$ cat src/hw/ladcl_params.svh
// ladcl_params.svh: offsets, field positions, reset values and codes of the
// load-adaptive current learning block. assumes inclusion by bare name.
`ifndef LADCL_PARAMS_SVH
`define LADCL_PARAMS_SVH

// ****************************************
// register offsets (plain port, byte address)
// ****************************************
`define LADCL_OFS_CTRL      8'h00
`define LADCL_OFS_LEARN     8'h04
`define LADCL_OFS_STATUS    8'h08
`define LADCL_OFS_LOSS_LO   8'h0C
`define LADCL_OFS_LOSS_HI   8'h10
`define LADCL_OFS_BAND      8'h14
`define LADCL_OFS_LIMIT     8'h18
`define LADCL_OFS_PRESENT   8'h1C

// ****************************************
// field positions
// ****************************************
`define LADCL_CTRL_EN_BIT     0
`define LADCL_CTRL_COMP_BIT   1
`define LADCL_CTRL_GO_BIT     2
`define LADCL_ST_DONE_BIT     0
`define LADCL_ST_ABOVE_BIT    1
`define LADCL_ST_BELOW_BIT    2
`define LADCL_LRN_BASE_LSB    0
`define LADCL_LRN_INC_LSB     8
`define LADCL_LRN_DWELL_LSB   16
`define LADCL_BAND_LO_LSB     0
`define LADCL_BAND_HI_LSB     8
`define LADCL_LIM_FLOOR_LSB   0
`define LADCL_LIM_CEIL_LSB    8

// ****************************************
// reset values and codes
// ****************************************
`define LADCL_RST_BYTE      8'h00
`define LADCL_RST_CEIL      8'hFF
`define LADCL_RST_LOSS      11'h000
`define LADCL_RST_BASE      5'h00
`define LADCL_RST_CODE      2'h0
`define LADCL_INC_C0        8'h80
`define LADCL_INC_C1        8'h10
`define LADCL_INC_C2        8'h20
`define LADCL_INC_C3        8'h40
`define LADCL_DWELL_C0      6'h08
`define LADCL_DWELL_C1      6'h10
`define LADCL_DWELL_C2      6'h18
`define LADCL_DWELL_C3      6'h20
`define LADCL_BASE_SHIFT    3
`define LADCL_ONE_BYTE      8'h01
`define LADCL_ONE_DWELL     6'h01
`define LADCL_ZERO_DWELL    6'h00
// supply scaling: 256 means unity gain (q8 fraction)
`define LADCL_UNITY_GAIN    9'h100
`define LADCL_GAIN_SHIFT    8

`endif

$ cat src/hw/ladcl_pkg.sv
// ladcl_pkg.sv: types of the load-adaptive current learning block.
// assumes ladcl_params.svh is compiled alongside.
package ladcl_pkg;

  // learning sequencer states, gray coded along idle->low->high; high->idle flips both bits
  typedef enum logic [1:0] {
    LADCL_IDLE = 2'h0,
    LADCL_LOW  = 2'h1,
    LADCL_HIGH = 2'h3
  } ladcl_state_t;

  // register-bus request
  typedef struct packed {
    logic [7:0]  addr;
    logic [31:0] wdata;
    logic        wr;
    logic        rd;
  } ladcl_bus_req_t;

  // measurement inputs from the metric engine
  typedef struct packed {
    logic [10:0] loss;
    logic [7:0]  load;
    logic        valid;
    logic        half_cycle;
  } ladcl_meas_t;

endpackage

$ cat src/hw/ladcl_top.sv
// ladcl_top.sv: learning sequencer, hysteretic current loop and registers of
// the load-adaptive coil current block.
// assumes metric inputs and the half-cycle strobe are on clk; supply gain arrives
// as a q8 value on clk too.
//
// The register addresses and the address-and-strobe port were decided locally.
`timescale 1ns/1ps
`include "ladcl_params.svh"

module ladcl_top (
  // clock and reset
  input  wire logic                  clk,
  input  wire logic                  reset_n,
  // register port
  input  wire ladcl_pkg::ladcl_bus_req_t bus_req,
  output logic [31:0]                bus_rdata,
  // metric engine
  input  wire ladcl_pkg::ladcl_meas_t meas,
  input  wire logic [8:0]            supply_gain,
  // coil current regulator
  output logic [7:0]                 coil_current,
  output logic                       adapt_active
);

  // ****************************************
  // registers
  // ****************************************
  logic                      enable_r;
  logic                      comp_r;
  logic                      go_r;
  logic                      done_r;
  logic                      above_r;
  logic                      below_r;
  logic [4:0]                base_r;
  logic [1:0]                inc_sel_r;
  logic [1:0]                dwell_sel_r;
  logic [10:0]               loss_lo_r;
  logic [10:0]               loss_hi_r;
  logic [7:0]                band_hi_r;
  logic [7:0]                band_lo_r;
  logic [7:0]                floor_r;
  logic [7:0]                ceil_r;
  logic [7:0]                current_r;
  logic [7:0]                current_nxt;
  logic [5:0]                dwell_cnt_r;
  logic                      finish;
  ladcl_pkg::ladcl_state_t   state_r;
  ladcl_pkg::ladcl_state_t   state_nxt;
  logic [31:0]               rdata_nxt;

  logic wr_ctrl;
  logic wr_learn;
  logic wr_band;
  logic wr_limit;
  logic wr_lo;
  logic wr_hi;
  assign wr_ctrl  = bus_req.wr && (bus_req.addr == `LADCL_OFS_CTRL);
  assign wr_learn = bus_req.wr && (bus_req.addr == `LADCL_OFS_LEARN);
  assign wr_band  = bus_req.wr && (bus_req.addr == `LADCL_OFS_BAND);
  assign wr_limit = bus_req.wr && (bus_req.addr == `LADCL_OFS_LIMIT);
  assign wr_lo    = bus_req.wr && (bus_req.addr == `LADCL_OFS_LOSS_LO);
  assign wr_hi    = bus_req.wr && (bus_req.addr == `LADCL_OFS_LOSS_HI);

  // ****************************************
  // level and dwell decode
  // ****************************************
  logic [7:0] inc_val;
  logic [5:0] dwell_val;
  logic [7:0] level_lo;
  logic [7:0] level_hi;

  always_comb begin
    unique case (inc_sel_r)
      2'h0:    inc_val = `LADCL_INC_C0;
      2'h1:    inc_val = `LADCL_INC_C1;
      2'h2:    inc_val = `LADCL_INC_C2;
      2'h3:    inc_val = `LADCL_INC_C3;
    endcase
    unique case (dwell_sel_r)
      2'h0:    dwell_val = `LADCL_DWELL_C0;
      2'h1:    dwell_val = `LADCL_DWELL_C1;
      2'h2:    dwell_val = `LADCL_DWELL_C2;
      2'h3:    dwell_val = `LADCL_DWELL_C3;
    endcase
  end

  // wraps mod 256 if software breaks the 255 limit on the second level;
  // no saturation here, because a clipped level would teach a wrong loss slope
  assign level_lo = 8'({3'h0, base_r} << `LADCL_BASE_SHIFT);
  assign level_hi = 8'(level_lo + inc_val);

  // ****************************************
  // supply scaling
  // ****************************************
  logic [7:0]  band_hi_eff;
  logic [7:0]  band_lo_eff;
  logic [10:0] loss_eff;
  logic [8:0]  gain;

  function automatic logic [10:0] scale11(input logic [10:0] v, input logic [8:0] g);
    logic [19:0] p;
    p = 20'(v) * 20'(g);
    scale11 = (p[19:`LADCL_GAIN_SHIFT] > 12'h7FF) ? 11'h7FF : p[`LADCL_GAIN_SHIFT +: 11];
  endfunction

  assign gain        = comp_r ? supply_gain : `LADCL_UNITY_GAIN;
  assign band_hi_eff = 8'(scale11({3'h0, band_hi_r}, gain) > 11'h0FF ? 11'h0FF
                                                                  : scale11({3'h0, band_hi_r}, gain));
  assign band_lo_eff = 8'(scale11({3'h0, band_lo_r}, gain) > 11'h0FF ? 11'h0FF
                                                                  : scale11({3'h0, band_lo_r}, gain));
  assign loss_eff    = scale11(meas.loss, gain);

  // ****************************************
  // learning sequencer
  // ****************************************
  // the coil follows the state one edge later, so the first half-cycle of a
  // level is already counted while the regulator still settles
  logic dwell_end;
  assign dwell_end = meas.half_cycle && (dwell_cnt_r == 6'(dwell_val - `LADCL_ONE_DWELL));
  assign finish    = (state_r == ladcl_pkg::LADCL_HIGH) && dwell_end;

  always_comb begin
    state_nxt = state_r;
    unique case (state_r)
      ladcl_pkg::LADCL_IDLE: if (go_r && enable_r) state_nxt = ladcl_pkg::LADCL_LOW;
      ladcl_pkg::LADCL_LOW:  if (dwell_end) state_nxt = ladcl_pkg::LADCL_HIGH;
      ladcl_pkg::LADCL_HIGH: if (dwell_end) state_nxt = ladcl_pkg::LADCL_IDLE;
      default:               state_nxt = ladcl_pkg::LADCL_IDLE;
    endcase
    if (!enable_r) state_nxt = ladcl_pkg::LADCL_IDLE;
  end

  always_ff @(posedge clk) begin
    if (!reset_n) state_r <= ladcl_pkg::LADCL_IDLE;
    else          state_r <= state_nxt;
  end

  // dwell counter restarts on every level change
  always_ff @(posedge clk) begin
    if (!reset_n || state_nxt != state_r) dwell_cnt_r <= `LADCL_ZERO_DWELL;
    else if (meas.half_cycle && state_r != ladcl_pkg::LADCL_IDLE)
      dwell_cnt_r <= 6'(dwell_cnt_r + `LADCL_ONE_DWELL);
  end

  // loss sample at the last half-cycle of each level is kept, valid or not
  always_ff @(posedge clk) begin
    if (!reset_n) begin
      loss_lo_r <= `LADCL_RST_LOSS;
      loss_hi_r <= `LADCL_RST_LOSS;
    end else begin
      if (state_r == ladcl_pkg::LADCL_LOW && dwell_end)
        loss_lo_r <= loss_eff;
      else if (wr_lo)
        loss_lo_r <= bus_req.wdata[10:0];
      if (finish)
        loss_hi_r <= loss_eff;
      else if (wr_hi)
        loss_hi_r <= bus_req.wdata[10:0];
    end
  end

  // go self-clears on finish; a write in the finish cycle loses to the clear
  always_ff @(posedge clk) begin
    if (!reset_n)     go_r <= 1'b0;
    else if (finish || !enable_r) go_r <= 1'b0;
    else if (wr_ctrl && bus_req.wdata[`LADCL_CTRL_GO_BIT]) go_r <= 1'b1;
  end

  // done is set at finish, cleared by a new launch; set wins
  always_ff @(posedge clk) begin
    if (!reset_n)   done_r <= 1'b0;
    else if (finish) done_r <= 1'b1;
    else if (wr_ctrl && bus_req.wdata[`LADCL_CTRL_GO_BIT]) done_r <= 1'b0;
  end

  // ****************************************
  // hysteretic current loop
  // ****************************************
  logic over;
  logic under;
  // one count per half-cycle keeps the loop slow enough not to chase noise;
  // a large load step therefore takes many half-cycles to settle
  assign over  = meas.load > band_hi_eff;
  assign under = meas.load < band_lo_eff;

  always_ff @(posedge clk) begin
    if (!reset_n) begin
      above_r <= 1'b0;
      below_r <= 1'b0;
    end else if (meas.valid && enable_r) begin
      above_r <= over;
      below_r <= under;
    end
  end

  always_comb begin
    current_nxt = current_r;
    if (!enable_r) begin
      current_nxt = ceil_r;
    end else if (state_r == ladcl_pkg::LADCL_LOW) begin
      current_nxt = level_lo;
    end else if (state_r == ladcl_pkg::LADCL_HIGH) begin
      current_nxt = finish ? ceil_r : level_hi;
    end else if (meas.valid && meas.half_cycle) begin
      if (over && current_r < ceil_r)
        current_nxt = 8'(current_r + `LADCL_ONE_BYTE);
      else if (under && current_r > floor_r)
        current_nxt = 8'(current_r - `LADCL_ONE_BYTE);
    end
    if (state_r == ladcl_pkg::LADCL_IDLE && enable_r) begin
      if (current_nxt > ceil_r)  current_nxt = ceil_r;
      if (current_nxt < floor_r) current_nxt = floor_r;
    end
  end

  always_ff @(posedge clk) begin
    if (!reset_n) current_r <= `LADCL_RST_CEIL;
    else          current_r <= current_nxt;
  end

  assign coil_current = current_r;
  assign adapt_active = enable_r;

  // ****************************************
  // configuration registers
  // ****************************************
  always_ff @(posedge clk) begin
    if (!reset_n) begin
      enable_r <= 1'b0;
      comp_r   <= 1'b0;
    end else if (wr_ctrl) begin
      enable_r <= bus_req.wdata[`LADCL_CTRL_EN_BIT];
      comp_r   <= bus_req.wdata[`LADCL_CTRL_COMP_BIT];
    end
  end

  always_ff @(posedge clk) begin
    if (!reset_n) begin
      base_r      <= `LADCL_RST_BASE;
      inc_sel_r   <= `LADCL_RST_CODE;
      dwell_sel_r <= `LADCL_RST_CODE;
    end else if (wr_learn) begin
      base_r      <= bus_req.wdata[`LADCL_LRN_BASE_LSB +: 5];
      inc_sel_r   <= bus_req.wdata[`LADCL_LRN_INC_LSB +: 2];
      dwell_sel_r <= bus_req.wdata[`LADCL_LRN_DWELL_LSB +: 2];
    end
  end

  always_ff @(posedge clk) begin
    if (!reset_n) begin
      band_hi_r <= `LADCL_RST_BYTE;
      band_lo_r <= `LADCL_RST_BYTE;
    end else if (wr_band) begin
      band_hi_r <= bus_req.wdata[`LADCL_BAND_HI_LSB +: 8];
      band_lo_r <= bus_req.wdata[`LADCL_BAND_LO_LSB +: 8];
    end
  end

  always_ff @(posedge clk) begin
    if (!reset_n) begin
      floor_r <= `LADCL_RST_BYTE;
      ceil_r  <= `LADCL_RST_CEIL;
    end else if (wr_limit) begin
      floor_r <= bus_req.wdata[`LADCL_LIM_FLOOR_LSB +: 8];
      ceil_r  <= bus_req.wdata[`LADCL_LIM_CEIL_LSB +: 8];
    end
  end

  // ****************************************
  // read port
  // ****************************************
  // fields are placed by the same positions the write side decodes, so a
  // moved field cannot read back from a different place than it is written
  always_comb begin
    rdata_nxt = 32'h0000_0000;
    unique case (bus_req.addr)
      `LADCL_OFS_CTRL: begin
        rdata_nxt[`LADCL_CTRL_EN_BIT]   = enable_r;
        rdata_nxt[`LADCL_CTRL_COMP_BIT] = comp_r;
        rdata_nxt[`LADCL_CTRL_GO_BIT]   = go_r;
      end
      `LADCL_OFS_LEARN: begin
        rdata_nxt[`LADCL_LRN_BASE_LSB +: 5]  = base_r;
        rdata_nxt[`LADCL_LRN_INC_LSB +: 2]   = inc_sel_r;
        rdata_nxt[`LADCL_LRN_DWELL_LSB +: 2] = dwell_sel_r;
      end
      `LADCL_OFS_STATUS: begin
        rdata_nxt[`LADCL_ST_DONE_BIT]  = done_r;
        rdata_nxt[`LADCL_ST_ABOVE_BIT] = above_r;
        rdata_nxt[`LADCL_ST_BELOW_BIT] = below_r;
      end
      `LADCL_OFS_LOSS_LO: rdata_nxt[10:0] = loss_lo_r;
      `LADCL_OFS_LOSS_HI: rdata_nxt[10:0] = loss_hi_r;
      `LADCL_OFS_BAND: begin
        rdata_nxt[`LADCL_BAND_LO_LSB +: 8] = band_lo_r;
        rdata_nxt[`LADCL_BAND_HI_LSB +: 8] = band_hi_r;
      end
      `LADCL_OFS_LIMIT: begin
        rdata_nxt[`LADCL_LIM_FLOOR_LSB +: 8] = floor_r;
        rdata_nxt[`LADCL_LIM_CEIL_LSB +: 8]  = ceil_r;
      end
      `LADCL_OFS_PRESENT: rdata_nxt[7:0] = current_r;
      default:            rdata_nxt = 32'h0000_0000;
    endcase
  end

  // read data stands for one cycle only and is zero otherwise, so a stale
  // word can never be mistaken for a fresh answer

  always_ff @(posedge clk) begin
    if (!reset_n)       bus_rdata <= 32'h0000_0000;
    else if (bus_req.rd) bus_rdata <= rdata_nxt;
    else                bus_rdata <= 32'h0000_0000;
  end

endmodule

$ cat config.mk
export PLATFORM = sky130hd
export DESIGN_NAME = ladcl_top
export DESIGN_NICKNAME = d
export VERILOG_FILES = /design/src/hw/ladcl_pkg.sv /design/src/hw/ladcl_top.sv
export VERILOG_INCLUDE_DIRS = /design/src /design/src/hw
export SDC_FILE = /design/constraint.sdc
export NUM_CORES = 1
export LEC_CHECK = 0
export ABC_AREA = 1
export BUFFER_PORTS_ARGS = -buffer_cell sky130_fd_sc_hd__buf_2
export CAP_MARGIN = 10
export CELL_PAD_IN_SITES_DETAIL_PLACEMENT = 1
export CELL_PAD_IN_SITES_GLOBAL_PLACEMENT = 2
export CORE_ASPECT_RATIO = 1.5
export CORE_MARGIN = 5
export CORE_UTILIZATION = 25
export DETAILED_ROUTE_END_ITERATION = 12
export PLACE_DENSITY_LB_ADDON = 0.1
export SLEW_MARGIN = 20
export SYNTH_ARGS = -nofsm -noshare
export SYNTH_HDL_FRONTEND = slang
export SYNTH_SLANG_ARGS = --single-unit
$ cat constraint.sdc
create_clock -name clk -period 12 [get_ports clk]
set_input_delay 0.6 -clock clk [delete_from_list [all_inputs] [get_ports clk]]
set_output_delay 0.6 -clock clk [all_outputs]
set_load 0.1 [all_outputs]
==> reports/summary.txt <==
antenna violations before repair: 0
Worst VDD drop: 0.0000529 V
final worst slack: 1.21 ns
Total GRT Usage: 17.8%
Starting Density: 25.2%
core area: 52,600 µm²
Root Driver: clkbuf_16
Leakage: 7.35 nW
top post-synthesis cells by area: fa_1 22%, dfxtp_1 16%, ha_1 15%
largest net degree at the start of global routing: 52
chip width: 198 µm
number of antenna diodes: 0
Finished Layout Cells: 2,536
ratio of cells with drive above 1 in the final layout: 10.0%
placed cells: 2,520
first-pass GRT wire length: 78.5 mm
unrepaired setup endpoints after global routing: no
Area Growth Syn to Fin: 11.2%
Critical Path End Type: flip-flop
Max H-tree Level: 3
CTS tree: done
die area: 57,800 µm²
Crit path top cell by count: nand2_1
register area share after synthesis: 15.6%
final wirelength: 50.8 mm
DP Wirelength: 42.9 mm
Post-CTS Setup Repair Bufs: 0
slowest stage delay, CP: 0.58 ns
initial DRC count: 370
worst reg2reg path depth: 61
total grt overflow: 0
Rel. slew slack: 26.8%
PwrDens: 49.8 nW/µm²
largest buffer count on any clock path: 2
Cell Area, Synth: 13,300 µm²
fin crit period: 10.79 ns
post-route ant nets: 0
grt peak-use layer: met2
Max-cap violations: 0
Final nets: 2,224
Ys Warns: 0
GRT met2 Usage: 34.2%
Avg Cell Area, Syn: 7.44 µm²
post-synth top area share: 22.1%
crit path kind: reg -> reg
slowest CP cell: dfxtp_2
worst skew pair latency: 0.37 ns
Avg Vias per Cell: 4.62
Filler Cell Count: 6,485
Worst Path Arrival: 11.11 ns
via count: 11,700
Seq cells post-synth: 103
# setup viols final: 0
drt first pass iters: 4
post-route clock period utilization: 89.9%
Final Max Tran Viols: 0
synthesized instance count: 1,781
PortBufs: 86
placed inst area: 14,500 µm²
IO Pins: 115
CTS Sinks: 103
vias in the first global route: 13,000
DR DRC count: 0
CP startpoint kind: flip-flop
Crit Path Max Fanout: 12
clk slew on worst S/H paths: 0.07 ns
Final Instance Area: 14,700 µm²
post-route clock skew: 0.00450 ns
drt wl/cell: 20.0 µm
Place WS: 0.815 ns
GPL Wtd Cong: 0.797
row count: 103
Synth area leader: fa_1
GR Util met3: 1.52%
setup tns final: 0 ns
die height: 292 µm
Worst-Margin Slew: 1.09 ns
Final Hold Viols: 0
worst hold stages: 3
Distinct cells, synth: 52
critical path data required time: 12.32 ns
Max Freq: 92.7 MHz
Num CTS Buffers: 9
worst hold path class: in -> reg
status: completed
M1 GR Usage: 20.5%
==> per-stage QoR <==
stage	hold slack (ns)	total power, mW	util, %
4_1_cts	0.469	0.749	28.0
5_1_grt	0.496	0.766	28.0
2_1_floorplan	0.441	0.415	-
6_report	0.471	0.734	28.0
3_5_place_dp	0.469	0.451	27.5
3_3_place_gp	0.464	0.450	27.5
==> final cells by class <==
class	instances	area [µm²]	area share [%]
well taps	682	853	5.79
multi-input cells	1267	9590	65.1
flip-flops and latches	103	2060	14.0
inverters	358	1340	9.12
clock inverters	5	33.8	0.229
clock buffers	11	243	1.65
repair buffers	110	611	4.14
==> repair_timing <==
item,in CTS,in global routing
endpoints found under the setup margin,0,8
resized for setup,0,1
hold buffers,0,0
hold endpoints to repair,0,0
==> state kept, by name (all words and copies together) (netlist names) <==
register,cells
state_r,2
band_lo_r,8
go_r,1
bus_rdata,18
ceil_r,8
floor_r,8
inc_sel_r,2
comp_r,1
loss_hi_r,11
dwell_cnt_r,6
loss_lo_r,11
adapt_active,1
done_r,1
coil_current,8
above_r,1
dwell_sel_r,2
base_r,5
band_hi_r,8
below_r,1
==> path summary, 6_finish.rpt <==
kind / slack [ns] / start / end
worst max-delay path: 1.21 / comp_r / coil_current[3]
worst min-delay path: 0.47 / bus_req[13] / ceil_r[3]
worst max register to register: 1.21 / comp_r / coil_current[3]
worst min register to register: 0.48 / done_r / done_r
==> synth_stat cells, drive strengths merged <==
cell type	instances
inv	343
nand2	317
nor2	211
ha	155
fa	146
a21oi	129
dfxtp	103
o21ai	91
nand3	44
clkbuf	43
o211ai	24
o22ai	24
buf	23
xor2	19
clkinv	15
xnor2	14
nor3	12
nand4	8
or2	8
a211oi	7
a31oi	6
a21o	5
a221oi	5
nor4	5
o2111ai	4
a2111oi	3
o31ai	3
a21boi	2
nand3b	2
o21bai	2
o221ai	2
a31o	1
a41oi	1
conb	1
nor3b	1
o21a	1
o41ai	1
==> worst max-delay path, delay by kind of cell (launching register included) <==
kind / cells / cell delay, ns
DFF: 1 / 0.58
adders and majority gates: 8 / 3.34
buffers and inverters: 10 / 1.43
xor gates and xnor gates: 2 / 0.37
and+or+nand+nor: 27 / 2.67
AOI/OAI and AO/OA: 14 / 2.32
==> power by group <==
group	internal, mW	switching [mW]	total [mW]
sequential	0.342	0.000756	0.343
combinational	0.0244	0.0738	0.0982
clock	0.146	0.146	0.293
==> per-layer routing <==
metal / vias to the layer above / wire (µm)
li1: 5721 / -
met1: 5799 / 20400
met2: 145 / 27900
met3: 48 / 949
met4: 0 / 1550
met5: - / 0
==> kinds of logic after synthesis <==
family                     share of synthesized area [%]
AOI/OAI and AO/OA                                   14.0
xor gates and xnor gates                            2.32
adders and majority gates                           36.7
buffers and inverters                               12.5
DFF                                                 15.6
other                                             0.0283
and+or+nand+nor                                     18.9
==> cell usage in the layout, fill, tap and decap left out, drive strengths merged, types with 3 or more instances in the layout <==
master,instances
a2111oi,3
dfxtp,103
xnor2,14
a221oi,5
a31oi,6
o2111ai,4
nand2,317
nor3,12
o211ai,24
clkbuf,11
clkinv,18
a211oi,7
nor4,5
conb,14
ha,155
o31ai,3
o22ai,24
o21ai,91
fa,146
buf,110
nand4,8
nor2,211
a21oi,129
nand3,44
or2,8
a21o,5
xor2,19
inv,343
No activity file was read; power rests on OpenSTA's default activity.
